<file path="src/logic/sssc_pkg.sv">
package sssc_pkg;

  // ****************************************************************
  // Widths and factor ranges
  // ****************************************************************
  localparam int unsigned SSSC_MAXW = 10;
  localparam logic [3:0] SSSC_J_MIN = 4'h4;
  localparam logic [3:0] SSSC_J_MAX = 4'hA;
  localparam logic [3:0] SSSC_J_ONE = 4'h1;
  localparam logic [3:0] SSSC_J_TWO = 4'h2;
  localparam logic [5:0] SSSC_W_MIN = 6'h01;
  localparam logic [5:0] SSSC_W_MAX = 6'h20;
  localparam logic [3:0] SSSC_J_RST = 4'hA;
  localparam logic [5:0] SSSC_W_RST = 6'h01;

  // ****************************************************************
  // Elastic buffer
  // ****************************************************************
  localparam int unsigned SSSC_FIFO_AW = 2;
  localparam int unsigned SSSC_FIFO_DEPTH = 4;

  // ****************************************************************
  // Phase alignment
  // ****************************************************************
  localparam int unsigned SSSC_PH_N = 4;
  localparam logic [1:0] SSSC_PH_RST = 2'h0;
  localparam logic [3:0] SSSC_ALIGN_HITS = 4'h8;

  typedef enum logic [2:0] {
    SSSC_AL_IDLE = 3'b001,
    SSSC_AL_HUNT = 3'b010,
    SSSC_AL_LOCK = 3'b100
  } sssc_align_t;

endpackage
</file>
<file path="src/logic/sssc_channel.sv">
// Overview of operation
// Channel carries serial data plus a forwarded link clock, up to 1 Gbps.
// Receive sampling rate multiplies link clock by integer factor one to 32.
// Parallel width selectable four to ten, independent of multiply factor.
// Phase alignment path works for every supported parallel width.
// Factor one bypasses serdes; factor two uses double-rate cell registers. Code applies these to width one and two instead.
// Receiver stages: phase select, deserializer, synchronizer, realigner.
// Phase alignment can be bypassed; basic reception still works.
// Core control input switches aligned and bypass paths at run time.
// Elastic buffer moves words into core domain, none lost or doubled.
`timescale 1ns/100ps
module sssc_channel
  import sssc_pkg::*;
(
  // Clock and reset
  input wire logic clk_sys,
  input wire logic sys_rst,
  // Configuration
  input wire logic [3:0] cfg_width,
  input wire logic [5:0] cfg_mult,
  input wire logic align_bypass,
  // Link receive pins
  input wire logic rx_link_clk,
  input wire logic rx_data_pin,
  // Link transmit pins
  output logic tx_link_clk,
  output logic tx_data_pin,
  // Core transmit word
  input wire logic [SSSC_MAXW-1:0] tx_word,
  input wire logic tx_valid,
  output logic tx_ready,
  // Core receive word
  output logic [SSSC_MAXW-1:0] rx_word,
  output logic rx_valid,
  output logic rx_locked,
  output logic cfg_error
);

  // ****************************************************************
  // Configuration check
  // ****************************************************************
  logic [3:0] width;
  logic [5:0] mult;
  logic cfg_ok;
  // Width range check
  always_comb begin
    cfg_ok = (cfg_mult >= SSSC_W_MIN) && (cfg_mult <= SSSC_W_MAX) &&
      ((cfg_width == SSSC_J_ONE) || (cfg_width == SSSC_J_TWO) ||
       ((cfg_width >= SSSC_J_MIN) && (cfg_width <= SSSC_J_MAX)));
  end

  // ****************************************************************
  // Input synchronisers
  // ****************************************************************
  logic [2:0] meta;
  logic [2:0] sync;
  logic lclk_d;
  always_ff @(posedge clk_sys or posedge sys_rst) begin
    if (sys_rst) begin
      meta <= 3'h0;
      sync <= 3'h0;
      lclk_d <= 1'b0;
    end else begin
      meta <= {align_bypass, rx_data_pin, rx_link_clk};
      sync <= meta;
      lclk_d <= sync[0];
    end
  end
  logic lclk_rise;
  logic lclk_fall;
  assign lclk_rise = sync[0] & ~lclk_d;
  assign lclk_fall = ~sync[0] & lclk_d;

  // ****************************************************************
  // Sampling phase generator
  // ****************************************************************
  logic [5:0] ph_cnt;
  logic [5:0] next_ph_cnt;
  logic samp;
  // Multiply link clock by mult
  always_comb begin
    next_ph_cnt = ph_cnt;
    samp = 1'b0;
    if (lclk_rise) begin
      next_ph_cnt = SSSC_W_MIN;
      samp = 1'b1;
    end else if (ph_cnt != 6'h00 && ph_cnt < mult) begin
      next_ph_cnt = ph_cnt + SSSC_W_MIN;
      samp = 1'b1;
    end else if (ph_cnt >= mult) begin
      next_ph_cnt = 6'h00;
    end
    // Double rate sampling on both edges
    if (width == SSSC_J_TWO && lclk_fall) begin
      samp = 1'b1;
    end
  end

  // ****************************************************************
  // Phase alignment unit
  // ****************************************************************
  logic [SSSC_PH_N-1:0] dhist;
  logic [1:0] phase;
  logic [1:0] next_phase;
  logic [3:0] hits;
  logic [3:0] next_hits;
  sssc_align_t al_st;
  sssc_align_t next_al_st;
  logic dsel;
  // Phase detection and selection
  always_comb begin
    next_phase = phase;
    next_hits = hits;
    next_al_st = al_st;
    case (al_st)
      SSSC_AL_IDLE: begin
        next_hits = 4'h0;
        if (!sync[2]) begin
          next_al_st = SSSC_AL_HUNT;
        end
      end
      SSSC_AL_HUNT: begin
        if (samp) begin
          if (dhist[phase] == dhist[phase + 2'h1]) begin
            next_hits = hits + 4'h1;
          end else begin
            next_phase = phase + 2'h1;
            next_hits = 4'h0;
          end
        end
        if (hits == SSSC_ALIGN_HITS) begin
          next_al_st = SSSC_AL_LOCK;
        end
      end
      SSSC_AL_LOCK: begin
        next_hits = hits;
      end
      default: begin
        next_al_st = SSSC_AL_IDLE;
      end
    endcase
    // Run time switch to bypass
    if (sync[2]) begin
      next_al_st = SSSC_AL_IDLE;
      next_phase = SSSC_PH_RST;
    end
  end
  // Bypass uses current sample
  assign dsel = sync[2] ? sync[1] : dhist[phase];

  // ****************************************************************
  // Deserializer
  // ****************************************************************
  logic [SSSC_MAXW-1:0] shreg;
  logic [SSSC_MAXW-1:0] next_shreg;
  logic [3:0] bcnt;
  logic [3:0] next_bcnt;
  logic word_done;
  // Same framing for all widths
  always_comb begin
    next_shreg = shreg;
    next_bcnt = bcnt;
    word_done = 1'b0;
    if (samp && cfg_ok) begin
      next_shreg = {shreg[SSSC_MAXW-2:0], dsel};
      // Width one ends a word on every sample
      if (bcnt + 4'h1 >= width) begin
        next_bcnt = 4'h0;
        word_done = 1'b1;
      end else begin
        next_bcnt = bcnt + 4'h1;
      end
    end
  end

  // ****************************************************************
  // Synchroniser buffer and realigner
  // ****************************************************************
  logic [SSSC_FIFO_AW:0] wp;
  logic [SSSC_FIFO_AW:0] rp;
  logic [SSSC_FIFO_AW:0] next_wp;
  logic [SSSC_FIFO_AW:0] next_rp;
  logic rd_pend;
  logic next_rd_pend;
  logic [SSSC_MAXW-1:0] mem_q;
  logic [SSSC_MAXW-1:0] aligned;
  logic fifo_full;
  // Pointer based elastic buffer
  always_comb begin
    fifo_full = (wp[SSSC_FIFO_AW] != rp[SSSC_FIFO_AW]) &&
      (wp[SSSC_FIFO_AW-1:0] == rp[SSSC_FIFO_AW-1:0]);
    next_wp = (word_done && !fifo_full) ? wp + 3'h1 : wp;
    next_rp = (wp != rp) ? rp + 3'h1 : rp;
    next_rd_pend = (wp != rp);
  end
  sssc_fifo_mem u_mem (
    .clk_sys(clk_sys),
    .wr_en(word_done && !fifo_full),
    .wr_addr(wp[SSSC_FIFO_AW-1:0]),
    .wr_data(next_shreg),
    .rd_addr(rp[SSSC_FIFO_AW-1:0]),
    .rd_data(mem_q)
  );
  // Realign word to low bits
  always_comb begin
    aligned = '0;
    for (int i = 0; i < SSSC_MAXW; i++) begin
      if (i < width) begin
        aligned[i] = mem_q[i];
      end
    end
  end

  // ****************************************************************
  // Serializer
  // ****************************************************************
  logic [SSSC_MAXW-1:0] txsh;
  logic [SSSC_MAXW-1:0] next_txsh;
  logic [3:0] tcnt;
  logic [3:0] next_tcnt;
  logic next_tx_ready;
  logic next_tx_clk;
  logic next_tx_dat;
  // Data with forwarded clock
  always_comb begin
    next_txsh = txsh;
    next_tcnt = tcnt;
    next_tx_clk = ~tx_link_clk;
    next_tx_dat = tx_data_pin;
    next_tx_ready = 1'b0;
    if (tx_valid && tx_ready) begin
      next_txsh = tx_word;
      next_tcnt = width;
    end else if (tx_link_clk) begin
      if (tcnt == 4'h0) begin
        next_tx_ready = cfg_ok;
      end else begin
        next_tx_dat = txsh[tcnt - 4'h1];
        next_tcnt = tcnt - 4'h1;
      end
    end
  end

  // ****************************************************************
  // Registers
  // ****************************************************************
  always_ff @(posedge clk_sys or posedge sys_rst) begin
    if (sys_rst) begin
      width <= SSSC_J_RST;
      mult <= SSSC_W_RST;
      ph_cnt <= 6'h00;
      dhist <= '0;
      phase <= SSSC_PH_RST;
      hits <= 4'h0;
      al_st <= SSSC_AL_IDLE;
      shreg <= '0;
      bcnt <= 4'h0;
      wp <= '0;
      rp <= '0;
      rd_pend <= 1'b0;
      rx_word <= '0;
      rx_valid <= 1'b0;
      rx_locked <= 1'b0;
      cfg_error <= 1'b0;
      txsh <= '0;
      tcnt <= 4'h0;
      tx_ready <= 1'b0;
      tx_link_clk <= 1'b0;
      tx_data_pin <= 1'b0;
    end else begin
      width <= cfg_width;
      mult <= cfg_mult;
      ph_cnt <= next_ph_cnt;
      dhist <= samp ? {dhist[SSSC_PH_N-2:0], sync[1]} : dhist;
      phase <= next_phase;
      hits <= next_hits;
      al_st <= next_al_st;
      shreg <= next_shreg;
      bcnt <= next_bcnt;
      wp <= next_wp;
      rp <= next_rp;
      rd_pend <= next_rd_pend;
      rx_word <= rd_pend ? aligned : rx_word;
      rx_valid <= rd_pend;
      rx_locked <= (al_st == SSSC_AL_LOCK) || sync[2];
      cfg_error <= ~cfg_ok;
      txsh <= next_txsh;
      tcnt <= next_tcnt;
      tx_ready <= next_tx_ready;
      tx_link_clk <= next_tx_clk;
      tx_data_pin <= next_tx_dat;
    end
  end

endmodule

</file>
<file path="src/logic/sssc_fifo_mem.sv">
`timescale 1ns/100ps
module sssc_fifo_mem
  import sssc_pkg::*;
(
  // Clock
  input wire logic clk_sys,
  // Write side
  input wire logic wr_en,
  input wire logic [SSSC_FIFO_AW-1:0] wr_addr,
  input wire logic [SSSC_MAXW-1:0] wr_data,
  // Read side
  input wire logic [SSSC_FIFO_AW-1:0] rd_addr,
  output logic [SSSC_MAXW-1:0] rd_data
);

  logic [SSSC_MAXW-1:0] mem [SSSC_FIFO_DEPTH];

  always_ff @(posedge clk_sys) begin
    if (wr_en) begin
      mem[wr_addr] <= wr_data;
    end
    rd_data <= mem[rd_addr];
  end

endmodule

</file>
<file path="config.mk">
export PLATFORM = sky130hd
export DESIGN_NAME = sssc_channel
export DESIGN_NICKNAME = d
export VERILOG_FILES = /design/src/logic/sssc_pkg.sv /design/src/logic/sssc_channel.sv /design/src/logic/sssc_fifo_mem.sv
export SDC_FILE = /design/constraint.sdc
export NUM_CORES = 1
export LEC_CHECK = 0
export BUFFER_PORTS_ARGS = -buffer_cell sky130_fd_sc_hd__clkbuf_2
export CAP_MARGIN = 10
export CORE_MARGIN = 4
export CORE_UTILIZATION = 54
export CTS_CLUSTER_SIZE = 12
export DETAILED_ROUTE_END_ITERATION = 10
export GPL_TIMING_DRIVEN = 0
export PLACE_DENSITY = 0.75
export SYNTH_ARGS = -nofsm -noshare
export SYNTH_HDL_FRONTEND = slang
export SYNTH_SLANG_ARGS = --single-unit
</file>
<file path="constraint.sdc">
create_clock -name clk_sys -period 3.6 [get_ports clk_sys]
set_clock_uncertainty 0.1 [all_clocks]
set_input_delay 0.36 -clock clk_sys [delete_from_list [all_inputs] [get_ports clk_sys]]
set_output_delay 0.36 -clock clk_sys [all_outputs]
set_load 0.03 [all_outputs]
</file>
# ---- Word level (Yosys, flattened, before mapping)
# Memory sizes are Yosys's and may differ from the RTL's. A register that Yosys moved wholly into a read port is not among the register bits.
# Index checks and enable logic that the tools add are counted.
# W data, S select, Z words.
dict set report op_classes {
  muxes 45
  n_reduce_logical 25
  n_eq_ne 16
  order_cmp 20
  addsub 7
  bitwise_logic 8
}
# op count
set ops {}
lappend ops {{$mux W1} 24}
lappend ops {{$mux W4} 6}
lappend ops {{$mux W6} 3}
lappend ops {{$lt A3 B4 Y1 const A} 4}
lappend ops {{$mux W10} 1}
lappend ops {{$logic_and A1 B1 Y1} 9}
lappend ops {{$pmux W3 S3} 1}
lappend ops {{$add A4 B1 Y4 const B} 2}
lappend ops {{$eq A4 B2 Y1 const B} 2}
lappend ops {{$lt A1 B4 Y1 const A} 2}
lappend ops {{$lt A2 B4 Y1 const A} 2}
lappend ops {{$lt A4 B4 Y1 const A} 2}
lappend ops {{$mux W2} 4}
lappend ops {{$ne A2 B2 Y1 const B} 4}
lappend ops {{$pmux W4 S2} 1}
lappend ops {{$reduce_bool A2 Y1} 4}
lappend ops {{$add A3 B1 Y3 const B} 2}
lappend ops {{$add A6 B1 Y6 const B} 1}
lappend ops {{$ge A6 B1 Y1 const B} 1}
lappend ops {{$ge A6 B6 Y1} 1}
lappend ops {{$le A6 B6 Y1 const B} 1}
lappend ops {{$lt A2 B3 Y1 const B} 2}
lappend ops {{$lt A6 B6 Y1} 1}
lappend ops {{$mux W3} 2}
lappend ops {{27 further kinds} 39}
dict set report word_totals {
  ram_bits 40
  inputBits 26
  regBits 87
  memories 1
}
# memory depth width read_ports rd_clocked_by_memory_dff write_ports line
set mem_list {}
lappend mem_list {u_mem.mem 4 10 1 1 1 sssc_fifo_mem.sv:16} ;# logic [SSSC_MAXW-1:0] mem [SSSC_FIFO_DEPTH];

# ---- Depth between registers and ports, before layout
# Gate-level depths: netlist of the first run.
dict set report logic_depth {
  ltp_word 10
  depth_mapped 9
}

# ---- Hierarchy
# Synthesis of the first run repeated with hierarchy kept, for this count alone.
dict set report unflattened {
  cells_unflattened 423
  hier_area_um2 5718.0
}
# mod seq_area_each_um2 area_each_um2 cells_each n_inst
set modules_own_cells {}
lappend modules_own_cells {sssc_channel 2182.1 4043.9 357 1}
lappend modules_own_cells {sssc_fifo_mem 1401.3 1674.1 66 1}

# ---- Worst setup path after synthesis of the first run
# OpenSTA, ideal clock, no wires.
dict set report synth_timing {
  path_kind {register to register}
  start {reg ph_cnt[5]}
  end {mem u_mem.mem[0][0], enable pin}
  n_path_buf 0
  synth_period_minus_slack_ns 2.400
  path_stages_with_launch 8
  setup_slack_ns 1.200
  arrival_ns 1.984
  cell_sequence {dfrtp_1 > ha_1 > a21oi_1 > o21a_1 > o211ai_1 > a21oi_4 > and3_4 > and2_2}
}
dict set report synth_via {
  elab_chain_cells 10
  elab_cells_between_ends 11
  classes_between {order compare (1); mux (6); reduce/logical (4)}
}
# item line
set synth_rtl {}
lappend synth_rtl {{from (decl)} sssc_channel.sv:77} ;# logic [5:0] ph_cnt;
lappend synth_rtl {{from (signal assigned)} sssc_channel.sv:273} ;# ph_cnt <= next_ph_cnt;
lappend synth_rtl {{$lt A6 B6 Y1 / $reduce_bool A6 Y1 (equally long branches)} sssc_channel.sv:87} ;# end else if (ph_cnt != 6'h00 && ph_cnt < mult) begin
lappend synth_rtl {{$logic_and A1 B1 Y1 (*)} sssc_channel.sv:87}
lappend synth_rtl {{$mux W1 (*)} sssc_channel.sv:87}
lappend synth_rtl {{$mux W1 (*)} sssc_channel.sv:84} ;# if (lclk_rise) begin
lappend synth_rtl {{$mux W1 (*)} sssc_channel.sv:94} ;# if (width == SSSC_J_TWO && lclk_fall) begin
lappend synth_rtl {{$logic_and A1 B1 Y1 (*)} sssc_channel.sv:164} ;# if (samp && cfg_ok) begin
lappend synth_rtl {{$mux W1 (*)} sssc_channel.sv:164}
lappend synth_rtl {{$logic_and A1 B1 Y1 (*)} sssc_channel.sv:198} ;# .wr_en(word_done && !fifo_full),
lappend synth_rtl {{$mux W1 (*)} sssc_fifo_mem.sv:19} ;# if (wr_en) begin
lappend synth_rtl {{$mux W1 (not written as such) (*)} sssc_fifo_mem.sv:20} ;# mem[wr_addr] <= wr_data;
lappend synth_rtl {{to (decl)} sssc_fifo_mem.sv:16}
# Mark *: on every way between the ends. The rest lies on a longest branch, timed or not.

# ---- Worst setup path in the final report of the first run
dict set report layout_timing {
  start {reg ph_cnt[3]}
  end {mem u_mem.mem[3][5], enable pin}
}
# The elaborated chain is that of the path after synthesis.

==> results of run 1 <==
## flip-flops by register name, summed over array words and instances (netlist names), 2 cells and up
register	count
tcnt	4
dhist	4
width	4
meta	3
txsh	10
u_mem.mem	40
hits	4
mult	6
rp	3
al_st	3
u_mem.rd_data	10
sync	3
phase	2
rx_word	10
shreg	10
bcnt	4
wp	3
ph_cnt	6
## worst max path at each step
| stage | startpoint | end | cells after the start |
|---|---|---|---|
| 5_1_grt | ph_cnt[3] | u_mem.mem[3][5] | 6 |
| 3_5_place_dp | ph_cnt[3] | u_mem.mem[3][6] | 6 |
| 6_report | ph_cnt[3] | u_mem.mem[3][5] | 6 |
| 2_1_floorplan | sys_rst | al_st[1] | 1 |
| 4_1_cts | ph_cnt[3] | u_mem.mem[3][5] | 6 |
| 3_3_place_gp | sys_rst | txsh[7] | 2 |
## cells in the mapped netlist (10+ instances only)
cell type	number
a21oi_1	18
dfrtp_1	83
dfxtp_1	10
edfxtp_1	40
ha_1	21
inv_1	32
mux2_2	22
mux2i_1	10
mux4_2	13
nand2_1	19
nand3_1	11
nor2_1	18
o21ai_0	15
xnor2_1	11
## kinds of logic (layout without fill, tap and decap cells)
family,Yosys count,after routing
simple gates,86,86
flops,137,137
buf+inv,43,141
xor+xnor,20,20
fa+ha+maj,21,21
mux,51,51
compound gates,60,60
## metrics by stage
stage	cells	instance area (um2)	hold WS [ps]	util	power, mW
after floorplan	418	5760	231	-	3.54
after global placement	595	6130	236	0.591	3.87
after detailed placement	596	6160	233	0.594	3.97
after CTS	652	6970	225	0.673	5.66
after global routing	652	6970	251	0.673	5.97
final	652	6970	240	0.673	5.62
## layer usage
layer / up-vias / wire [um] / global-route usage
li1: 1673 / - / -
met1: 1704 / 4750 / 0.232
met2: 74 / 5380 / 0.314
met3: 14 / 420 / 0.0557
met4: 0 / 135 / 0.0714
met5: - / 0 / 0
## layout make-up
type / count / area [um2] / share of cell area
inverters: 33 / 126 / 0.0181
flip-flops and latches: 137 / 3580 / 0.514
repair buffers: 66 / 473 / 0.0678
multi-input cells: 238 / 2000 / 0.287
plain buffers: 10 / 50.0 / 0.00718
well taps: 136 / 170 / 0.0244
clock buffers: 19 / 442 / 0.0633
clock inverters: 13 / 130 / 0.0187
## power by group through the flow
stage                     combinational (mW)  sequential, mW  clock (mW)
after floorplan                         1.15            2.39           0
after global routing                    1.83            2.38        1.76
after global placement                  1.54            2.33           0
final                                   1.63            2.33        1.65
after CTS                               1.65            2.33        1.68
after detailed placement                1.61            2.35           0
## worst max-delay path: cells and delay by family, from the launching register on
family          cells  cell delay, ps
compound gates      4            1100
fa+ha+maj           1             320
simple gates        1             630
flops               1             450
## repair_timing
item | in CTS | in global routing
buffers inserted | 0 | 0
hold buffers | 24 | 0
endpoints found under the setup margin | 0 | 0
hold endpoints to repair | 44 | 0
==> results.json, run 1 <==
{
  "final_cell_mix": "dfrtp_1 (83), clkbuf_2 (41), edfxtp_1 (40), inv_1 (31), dlygate4sd3_1 (24)",
  "synth_top_family_by_area": "multiplexers",
  "layout_commonest_cell": "dfrtp_1",
  "fmax_mhz": 337,
  "post_cts_resized": 0,
  "clkSinkCount": 137,
  "synth-edff-count": 40,
  "drive_gt1_frac": 0.260,
  "async_flop_share": 0.635,
  "leakagePower_nw": 3.00,
  "ant_nets": 0,
  "finalSetupTns_ps": 0,
  "place_hpwl_um": 7100,
  "grt_first_pass_wirelength_um": 18400,
  "rr_endpoint": "u_mem.mem[3][5]",
  "gr-total-overflow": 0,
  "peakVddDrop_uv": 420,
  "switching_power_mw": 1.82,
  "antenna_found_initial": 0,
  "slowest_delay_ps": 630,
  "worst_slew_pin_slew_ps": 869,
  "crit_fanout": 11,
  "pwr-share-clk": 0.294,
  "drcViolationCount": 0,
  "cpMaxStageDelayCell": "and4_1",
  "synth_top_cell_area_share": 0.361,
  "htree_num_levels": 4,
  "grt_pass1_vias": 3775,
  "combPwrFrac": 0.291,
  "regToRegStartpoint": "ph_cnt[3]",
  "n_antenna_cell": 0,
  "port_buffers": 41,
  "cts_max_path_buffers": 2,
  "fin_ws_ps": 633,
  "p_per_area_mw_per_mm2": 805,
  "pre_cts_slack_ps": 689,
  "clkTransAtPathRegs_ps": 60,
  "drtPass1Iterations": 5,
  "syn_to_final_growth_pct": 21.1,
  "holdCritPathClass": "in -> async",
  "ys.flop_type": "dfrtp_1",
  "grt_max_degree": 67,
  "swShare": 0.324,
  "yosys.area_share.adder": 0.0456,
  "num-fill-cells": 714,
  "finalCritPeriodShare": 0.824,
  "grt_use_total": 0.188,
  "crit_arrival_ps": 3020,
  "setup_violations": 0,
  "start_util": 0.555,
  "row_count": 37,
  "synth_cell_types": 55,
  "p_int_mw": 3.79,
  "syn_avg_cell_area_um2": 13.8,
  "crit_type": "reg -> reg",
  "fp.dieArea_mm2": 0.0124,
  "num_io_pins": 42,
  "synth_area_leaders": "dfrtp_1 (36%), edfxtp_1 (21%), mux4_2 (5.1%)",
  "seqPwrFrac": 0.415,
  "r2r_cells": 6,
  "period_needed_ps": 2970,
  "synth-seq-cells": 137,
  "synth_xor_area_frac": 0.0304,
  "cts_buffers": 17,
  "syn_area_mm2": 0.00576,
  "via_per_inst": 5.31,
  "run_status": "completed",
  "synth_compound_area_frac": 0.0659,
  "yosysSeqAreaShare": 0.622,
  "drt_iter0_markers": 253,
  "die_w_um": 111,
  "rsz0062_at_grt": "false",
  "end_kind": "flip-flop",
  "num_vias": 3465,
  "synth_top_area_cell": "dfrtp_1",
  "synthCells": 418,
  "yosysWarnings": 0,
  "rrSetupSlack_ps": 630,
  "core_area_mm2": 0.0104,
  "route.detailed.wl_per_inst_um": 16.4,
  "wl_um": 10700,
  "gp_congestion": 0.791,
  "maxSlewHeadroom": 0.421,
  "syn-num-nets": 465,
  "cp.required_ps": 3660,
  "yosys.area_share.simple": 0.0785,
  "drv_cap": 0,
  "synthMuxAreaShare": 0.127,
  "cp-start-kind": "flip-flop",
  "root_buffer": "clkbuf_8",
  "clock_latency_ps": 530,
  "cts_tree": "yes",
  "die_height_um": 111,
  "cp_cell_sequence": "ha_1 -> a21oi_1 -> o21a_1 -> o211ai_1 -> a21oi_4 -> and4_1",
  "fin_nets": 550,
  "slew_viol_final": 0,
  "hold_viol": 0
}
No activity file was read; power rests on OpenSTA's default activity.
==> run 2, diff against run 1 <==
- clock period: 3.6 -> 3 ns (I/O delays scaled with it)
==> run 2 against run 1 <==
Against the previous run: first-iteration DRC count shrank 0.79%; total power grew 20%; critical path type unchanged; sequential share of layout area shrank 0.12 points; cell count grew 0.31%; clock-buffer cell count is the same; critical endpoint is now u_mem.mem[1][5]; combinational power grew 21%; worst setup slack lost 450 ps; largest power group unchanged; final area grew 0.23%; utilization grew 0.16 points; sequential power grew 20%; die area is the same.
==> results.json, run 2 (synthesized netlist as in run 1, its figures left out) <==
{
  "grt_max_degree": 67,
  "crit_type": "reg -> reg",
  "peakVddDrop_uv": 503,
  "holdCritPathClass": "in -> async",
  "fp.dieArea_mm2": 0.0124,
  "worst_slew_pin_slew_ps": 873,
  "fmax_mhz": 355,
  "crit_fanout": 10,
  "combPwrFrac": 0.292,
  "cts_max_path_buffers": 2,
  "root_buffer": "clkbuf_8",
  "cp-start-kind": "flip-flop",
  "seqPwrFrac": 0.415,
  "rr_endpoint": "u_mem.mem[1][5]",
  "rrSetupSlack_ps": 180,
  "die_w_um": 111,
  "crit_arrival_ps": 2920,
  "pwr-share-clk": 0.294,
  "leakagePower_nw": 3.01,
  "syn_to_final_growth_pct": 21.4,
  "dp_cells": 596,
  "drive_gt1_frac": 0.264,
  "clkTransAtPathRegs_ps": 60,
  "clkSinkCount": 137,
  "fin_nets": 552,
  "p_int_mw": 4.56,
  "drt_iter0_markers": 251,
  "drtPass1Iterations": 4,
  "hold_viol": 0,
  "maxSlewHeadroom": 0.418,
  "cts_tree": "yes",
  "core_area_mm2": 0.0104,
  "setup_violations": 0,
  "num-fill-cells": 712,
  "p_per_area_mw_per_mm2": 965,
  "finalCritPeriodShare": 0.940,
  "seq_area_mm2": 0.00358,
  "grt_pass1_vias": 3775,
  "num_vias": 3481,
  "end_kind": "flip-flop",
  "start_util": 0.555,
  "r2r_cells": 7,
  "fin_cells": 654,
  "die_height_um": 111,
  "slew_viol_final": 0,
  "row_count": 37,
  "wl_um": 10700,
  "run_status": "completed",
  "num_io_pins": 42,
  "clock_latency_ps": 530,
  "n_antenna_cell": 0,
  "gp_congestion": 0.791,
  "largest_reg_flops": 40,
  "period_needed_ps": 2820,
  "grt_first_pass_wirelength_um": 18400,
  "multi_input_area_mm2": 0.00200,
  "via_per_inst": 5.32,
  "drv_cap": 0,
  "regMostFlops": "u_mem.mem",
  "antenna_found_initial": 0,
  "place_hpwl_um": 7100,
  "gr-total-overflow": 0,
  "drcViolationCount": 0,
  "switching_power_mw": 2.18,
  "ant_nets": 0,
  "swShare": 0.324,
  "regToRegStartpoint": "ph_cnt[3]",
  "route.detailed.wl_per_inst_um": 16.4,
  "stdcell_area_mm2": 0.00699,
  "post_dp_cell_area_mm2": 0.00616,
  "layout_commonest_cell": "dfrtp_1",
  "port_buffers": 41,
  "cts_buffers": 17,
  "htree_num_levels": 4,
  "rsz0062_at_grt": "false",
  "grt_use_total": 0.188,
  "cp.required_ps": 3100,
  "final_cell_mix": "dfrtp_1 (83), clkbuf_2 (41), edfxtp_1 (40), inv_1 (31), dlygate4sd3_1 (24)"
}
## run 2: through the flow
stage / util / setup slack, ps / setup TNS (ps) / total power [mW] / hold WS [ps]
2_1_floorplan: - / 356 / 0 / 4.25 / 204
3_3_place_gp: 0.591 / -625 / -51370 / 4.65 / 236
3_5_place_dp: 0.594 / 88.8 / 0 / 4.76 / 173
4_1_cts: 0.673 / 14.7 / 0 / 6.79 / 165
5_1_grt: 0.674 / 19.9 / 0 / 7.17 / 191
6_report: 0.674 / 181 / 0 / 6.74 / 177
## run 2: power groups by stage
stage          sequential, mW  clock (mW)  combinational (mW)
3_5_place_dp             2.82           0                1.94
3_3_place_gp             2.80           0                1.85
6_report                 2.80        1.98                1.97
4_1_cts                  2.80        2.01                1.98
2_1_floorplan            2.87           0                1.38
5_1_grt                  2.85        2.11                2.20
## run 2: worst max path at each step
stage                          from               to  slack (ps)  cells past startpoint
after global placement      sys_rst          txsh[7]        -630                      2
final                     ph_cnt[3]  u_mem.mem[1][5]         180                      7
after floorplan             sys_rst         al_st[1]         360                      1
after detailed placement  ph_cnt[3]  u_mem.mem[3][6]          90                      6
after global routing        bcnt[0]  u_mem.mem[1][6]          20                      7
after CTS                 ph_cnt[3]  u_mem.mem[3][5]          10                      6
## run 2: final cells by class
cell class                      count  share of cell area
Tap cell                          136              0.0243
Clock inverter                     13              0.0186
Buffer                             10             0.00716
Clock buffer                       19              0.0632
Inverter                           33              0.0181
Timing Repair Buffer               68              0.0698
Sequential cell                   137               0.513
Multi-Input combinational cell    238               0.286
## run 2: repair_timing
item | in CTS | in global routing
endpoints found under the setup margin | 0 | 41
gates resized for setup | 0 | 1
hold buffers | 24 | 0
buffers inserted | 0 | 2
endpoints found under the hold margin | 107 | 0
## run 2: critical path, stage by stage (launching register included)
cell,delay [ps]
dfrtp_1,450
ha_1,320
a21oi_1,220
o21a_1,190
o211ai_1,280
a21oi_4,340
and3_4,260
and2_2,340
## run 2: metal layers
| metal | vias up | GRT usage | part of all wire |
|---|---|---|---|
| met1 | 1714 | 0.232 | 0.44 |
| met5 | - | 0 | 0 |
| met4 | 0 | 0.0714 | 0.014 |
| li1 | 1678 | - | - |
| met3 | 15 | 0.0557 | 0.038 |
| met2 | 74 | 0.314 | 0.50 |
==> run 3, diff against run 2 <==
- SKIP_CTS_REPAIR_TIMING: unset -> 1
- clock period: 3 -> 3.3 ns (I/O delays scaled with it)
==> run 3 against run 2 <==
Against the previous run: sequential share of layout area up 0.12 points; largest power group unchanged; non-clock buffer count shrank 2; via count barely moved; highest routed layer unchanged; first-iteration DRC count up 7.2%; worst setup slack gained 150 ps; largest cell class unchanged; critical path type unchanged; final area decreased by 0.23%; maximum frequency fell by 5.1%; utilization fell by 0.16 points; clock power decreased by 9%.
==> results.json, run 3 (synthesized netlist as in run 1, its figures left out) <==
{
  "run_status": "completed",
  "highest_layer": "met4",
  "met1_length_um": 4720,
  "drtPass1Iterations": 5,
  "place_hpwl_um": 7100,
  "clkSinkCount": 137,
  "cts_tree": "yes",
  "row_count": 37,
  "cp.required_ps": 3360,
  "route.detailed.wl_per_inst_um": 16.4,
  "fmax_mhz": 337,
  "crit_arrival_ps": 3030,
  "gp_congestion": 0.791,
  "pwr-share-clk": 0.294,
  "post_dp_cell_area_mm2": 0.00616,
  "p_int_mw": 4.14,
  "htree_num_levels": 4,
  "layout_commonest_cell": "dfrtp_1",
  "gr-total-overflow": 0,
  "grt_max_degree": 67,
  "timing.hold.ws_ps": 211,
  "fin_cells": 652,
  "peakVddDrop_uv": 458,
  "drt_iter0_markers": 269,
  "slew_viol_final": 0,
  "final_cell_mix": "dfrtp_1 (83), clkbuf_2 (41), edfxtp_1 (40), inv_1 (31), dlygate4sd3_1 (24)",
  "crit_type": "reg -> reg",
  "end_kind": "flip-flop",
  "fp.dieArea_mm2": 0.0124,
  "wl_um": 10700,
  "swShare": 0.324,
  "drive_gt1_frac": 0.260,
  "n_antenna_cell": 0,
  "cp-start-kind": "flip-flop",
  "largest_reg_flops": 40,
  "num-fill-cells": 714,
  "combPwrFrac": 0.291,
  "drcViolationCount": 0,
  "switching_power_mw": 1.99,
  "regMostFlops": "u_mem.mem",
  "maxSlewHeadroom": 0.421,
  "port_buffers": 41,
  "drv_cap": 0,
  "period_needed_ps": 2970,
  "setup_violations": 0,
  "stdcell_area_mm2": 0.00697,
  "cts_buffers": 17,
  "die_height_um": 111,
  "start_util": 0.555,
  "via_per_inst": 5.34,
  "dp_cells": 596,
  "die_w_um": 111,
  "seqPwrFrac": 0.415,
  "ant_nets": 0,
  "fin_nets": 550,
  "num_io_pins": 42,
  "holdCritPathClass": "in -> async",
  "crit_fanout": 11,
  "rsz0062_at_grt": "false",
  "syn_to_final_growth_pct": 21.1,
  "dr_wl_met3_um": 468,
  "grt_use_total": 0.187,
  "core_area_mm2": 0.0104,
  "fin_util": 0.673,
  "regToRegStartpoint": "ph_cnt[3]",
  "antenna_found_initial": 0,
  "hold_viol": 0,
  "worstSetupStartpoint": "ph_cnt[3]",
  "wl_met2_um": 5400,
  "worst_slew_pin_slew_ps": 869,
  "clock_latency_ps": 530,
  "finalSetupTns_ps": 0,
  "clkTransAtPathRegs_ps": 60,
  "grt_first_pass_wirelength_um": 18300,
  "leakagePower_nw": 3.00,
  "num_vias": 3480,
  "root_buffer": "clkbuf_8",
  "finalCritPeriodShare": 0.900,
  "cts_max_path_buffers": 2,
  "p_per_area_mw_per_mm2": 878,
  "grt_pass1_vias": 3707
}
[run 3: changes by cell type in the layout (fill, tap and decap cells not counted)]
| cell | previous run | this run |
|---|---|---|
| and4_1 | 0 | 1 |
| and4_2 | 1 | 0 |
| buf_4 | 3 | 1 |
[run 3: power by group through the flow]
stage,sequential [mW],combinational (mW),clock [mW]
6_report,2.54,1.78,1.80
5_1_grt,2.60,1.99,1.92
4_1_cts,2.54,1.78,1.83
3_5_place_dp,2.57,1.76,0
3_3_place_gp,2.54,1.68,0
2_1_floorplan,2.61,1.25,0
[run 3: layout make-up]
class | instances | area, um2 | area share
Multi-Input combinational cell | 238 | 2000 | 0.287
Buffer | 10 | 50.0 | 0.00718
Tap cell | 136 | 170 | 0.0244
Clock buffer | 19 | 442 | 0.0633
Timing Repair Buffer | 66 | 473 | 0.0678
Clock inverter | 13 | 130 | 0.0187
Sequential cell | 137 | 3580 | 0.514
Inverter | 33 | 126 | 0.0181
[run 3: path summary, 6_finish.rpt]
| kind | cells after the start | slack, ps | to |
|---|---|---|---|
| setup / recovery | 6 | 330 | u_mem.mem[3][5] |
| hold / removal | 3 | 210 | al_st[1] |
| setup reg to reg | 6 | 330 | u_mem.mem[3][5] |
| hold reg to reg | 0 | 250 | sync[2] |
| max in group asynchronous | 4 | 2240 | width[1] |
| min in group clk_sys | 0 | 250 | sync[2] |
[run 3: through the flow]
stage          total power, mW  setup slack [ps]
2_1_floorplan             3.86               626
3_3_place_gp              4.22              -355
3_5_place_dp              4.33               389
4_1_cts                   6.15               315
5_1_grt                   6.51               182
6_report                  6.13               328
[run 3: critical path, cell delays in order, from the launching register on]
cell and delay [ps]:
dfrtp_1 450, ha_1 320, a21oi_1 220, o21a_1 190, o211ai_1 270, a21oi_4 420
and4_1 630
[run 3: routing by layer]
| metal | vias to the layer above | track usage |
|---|---|---|
| li1 | 1673 | - |
| met1 | 1712 | 0.233 |
| met2 | 83 | 0.309 |
| met3 | 12 | 0.0562 |
| met4 | 0 | 0.0681 |
| met5 | - | 0 |
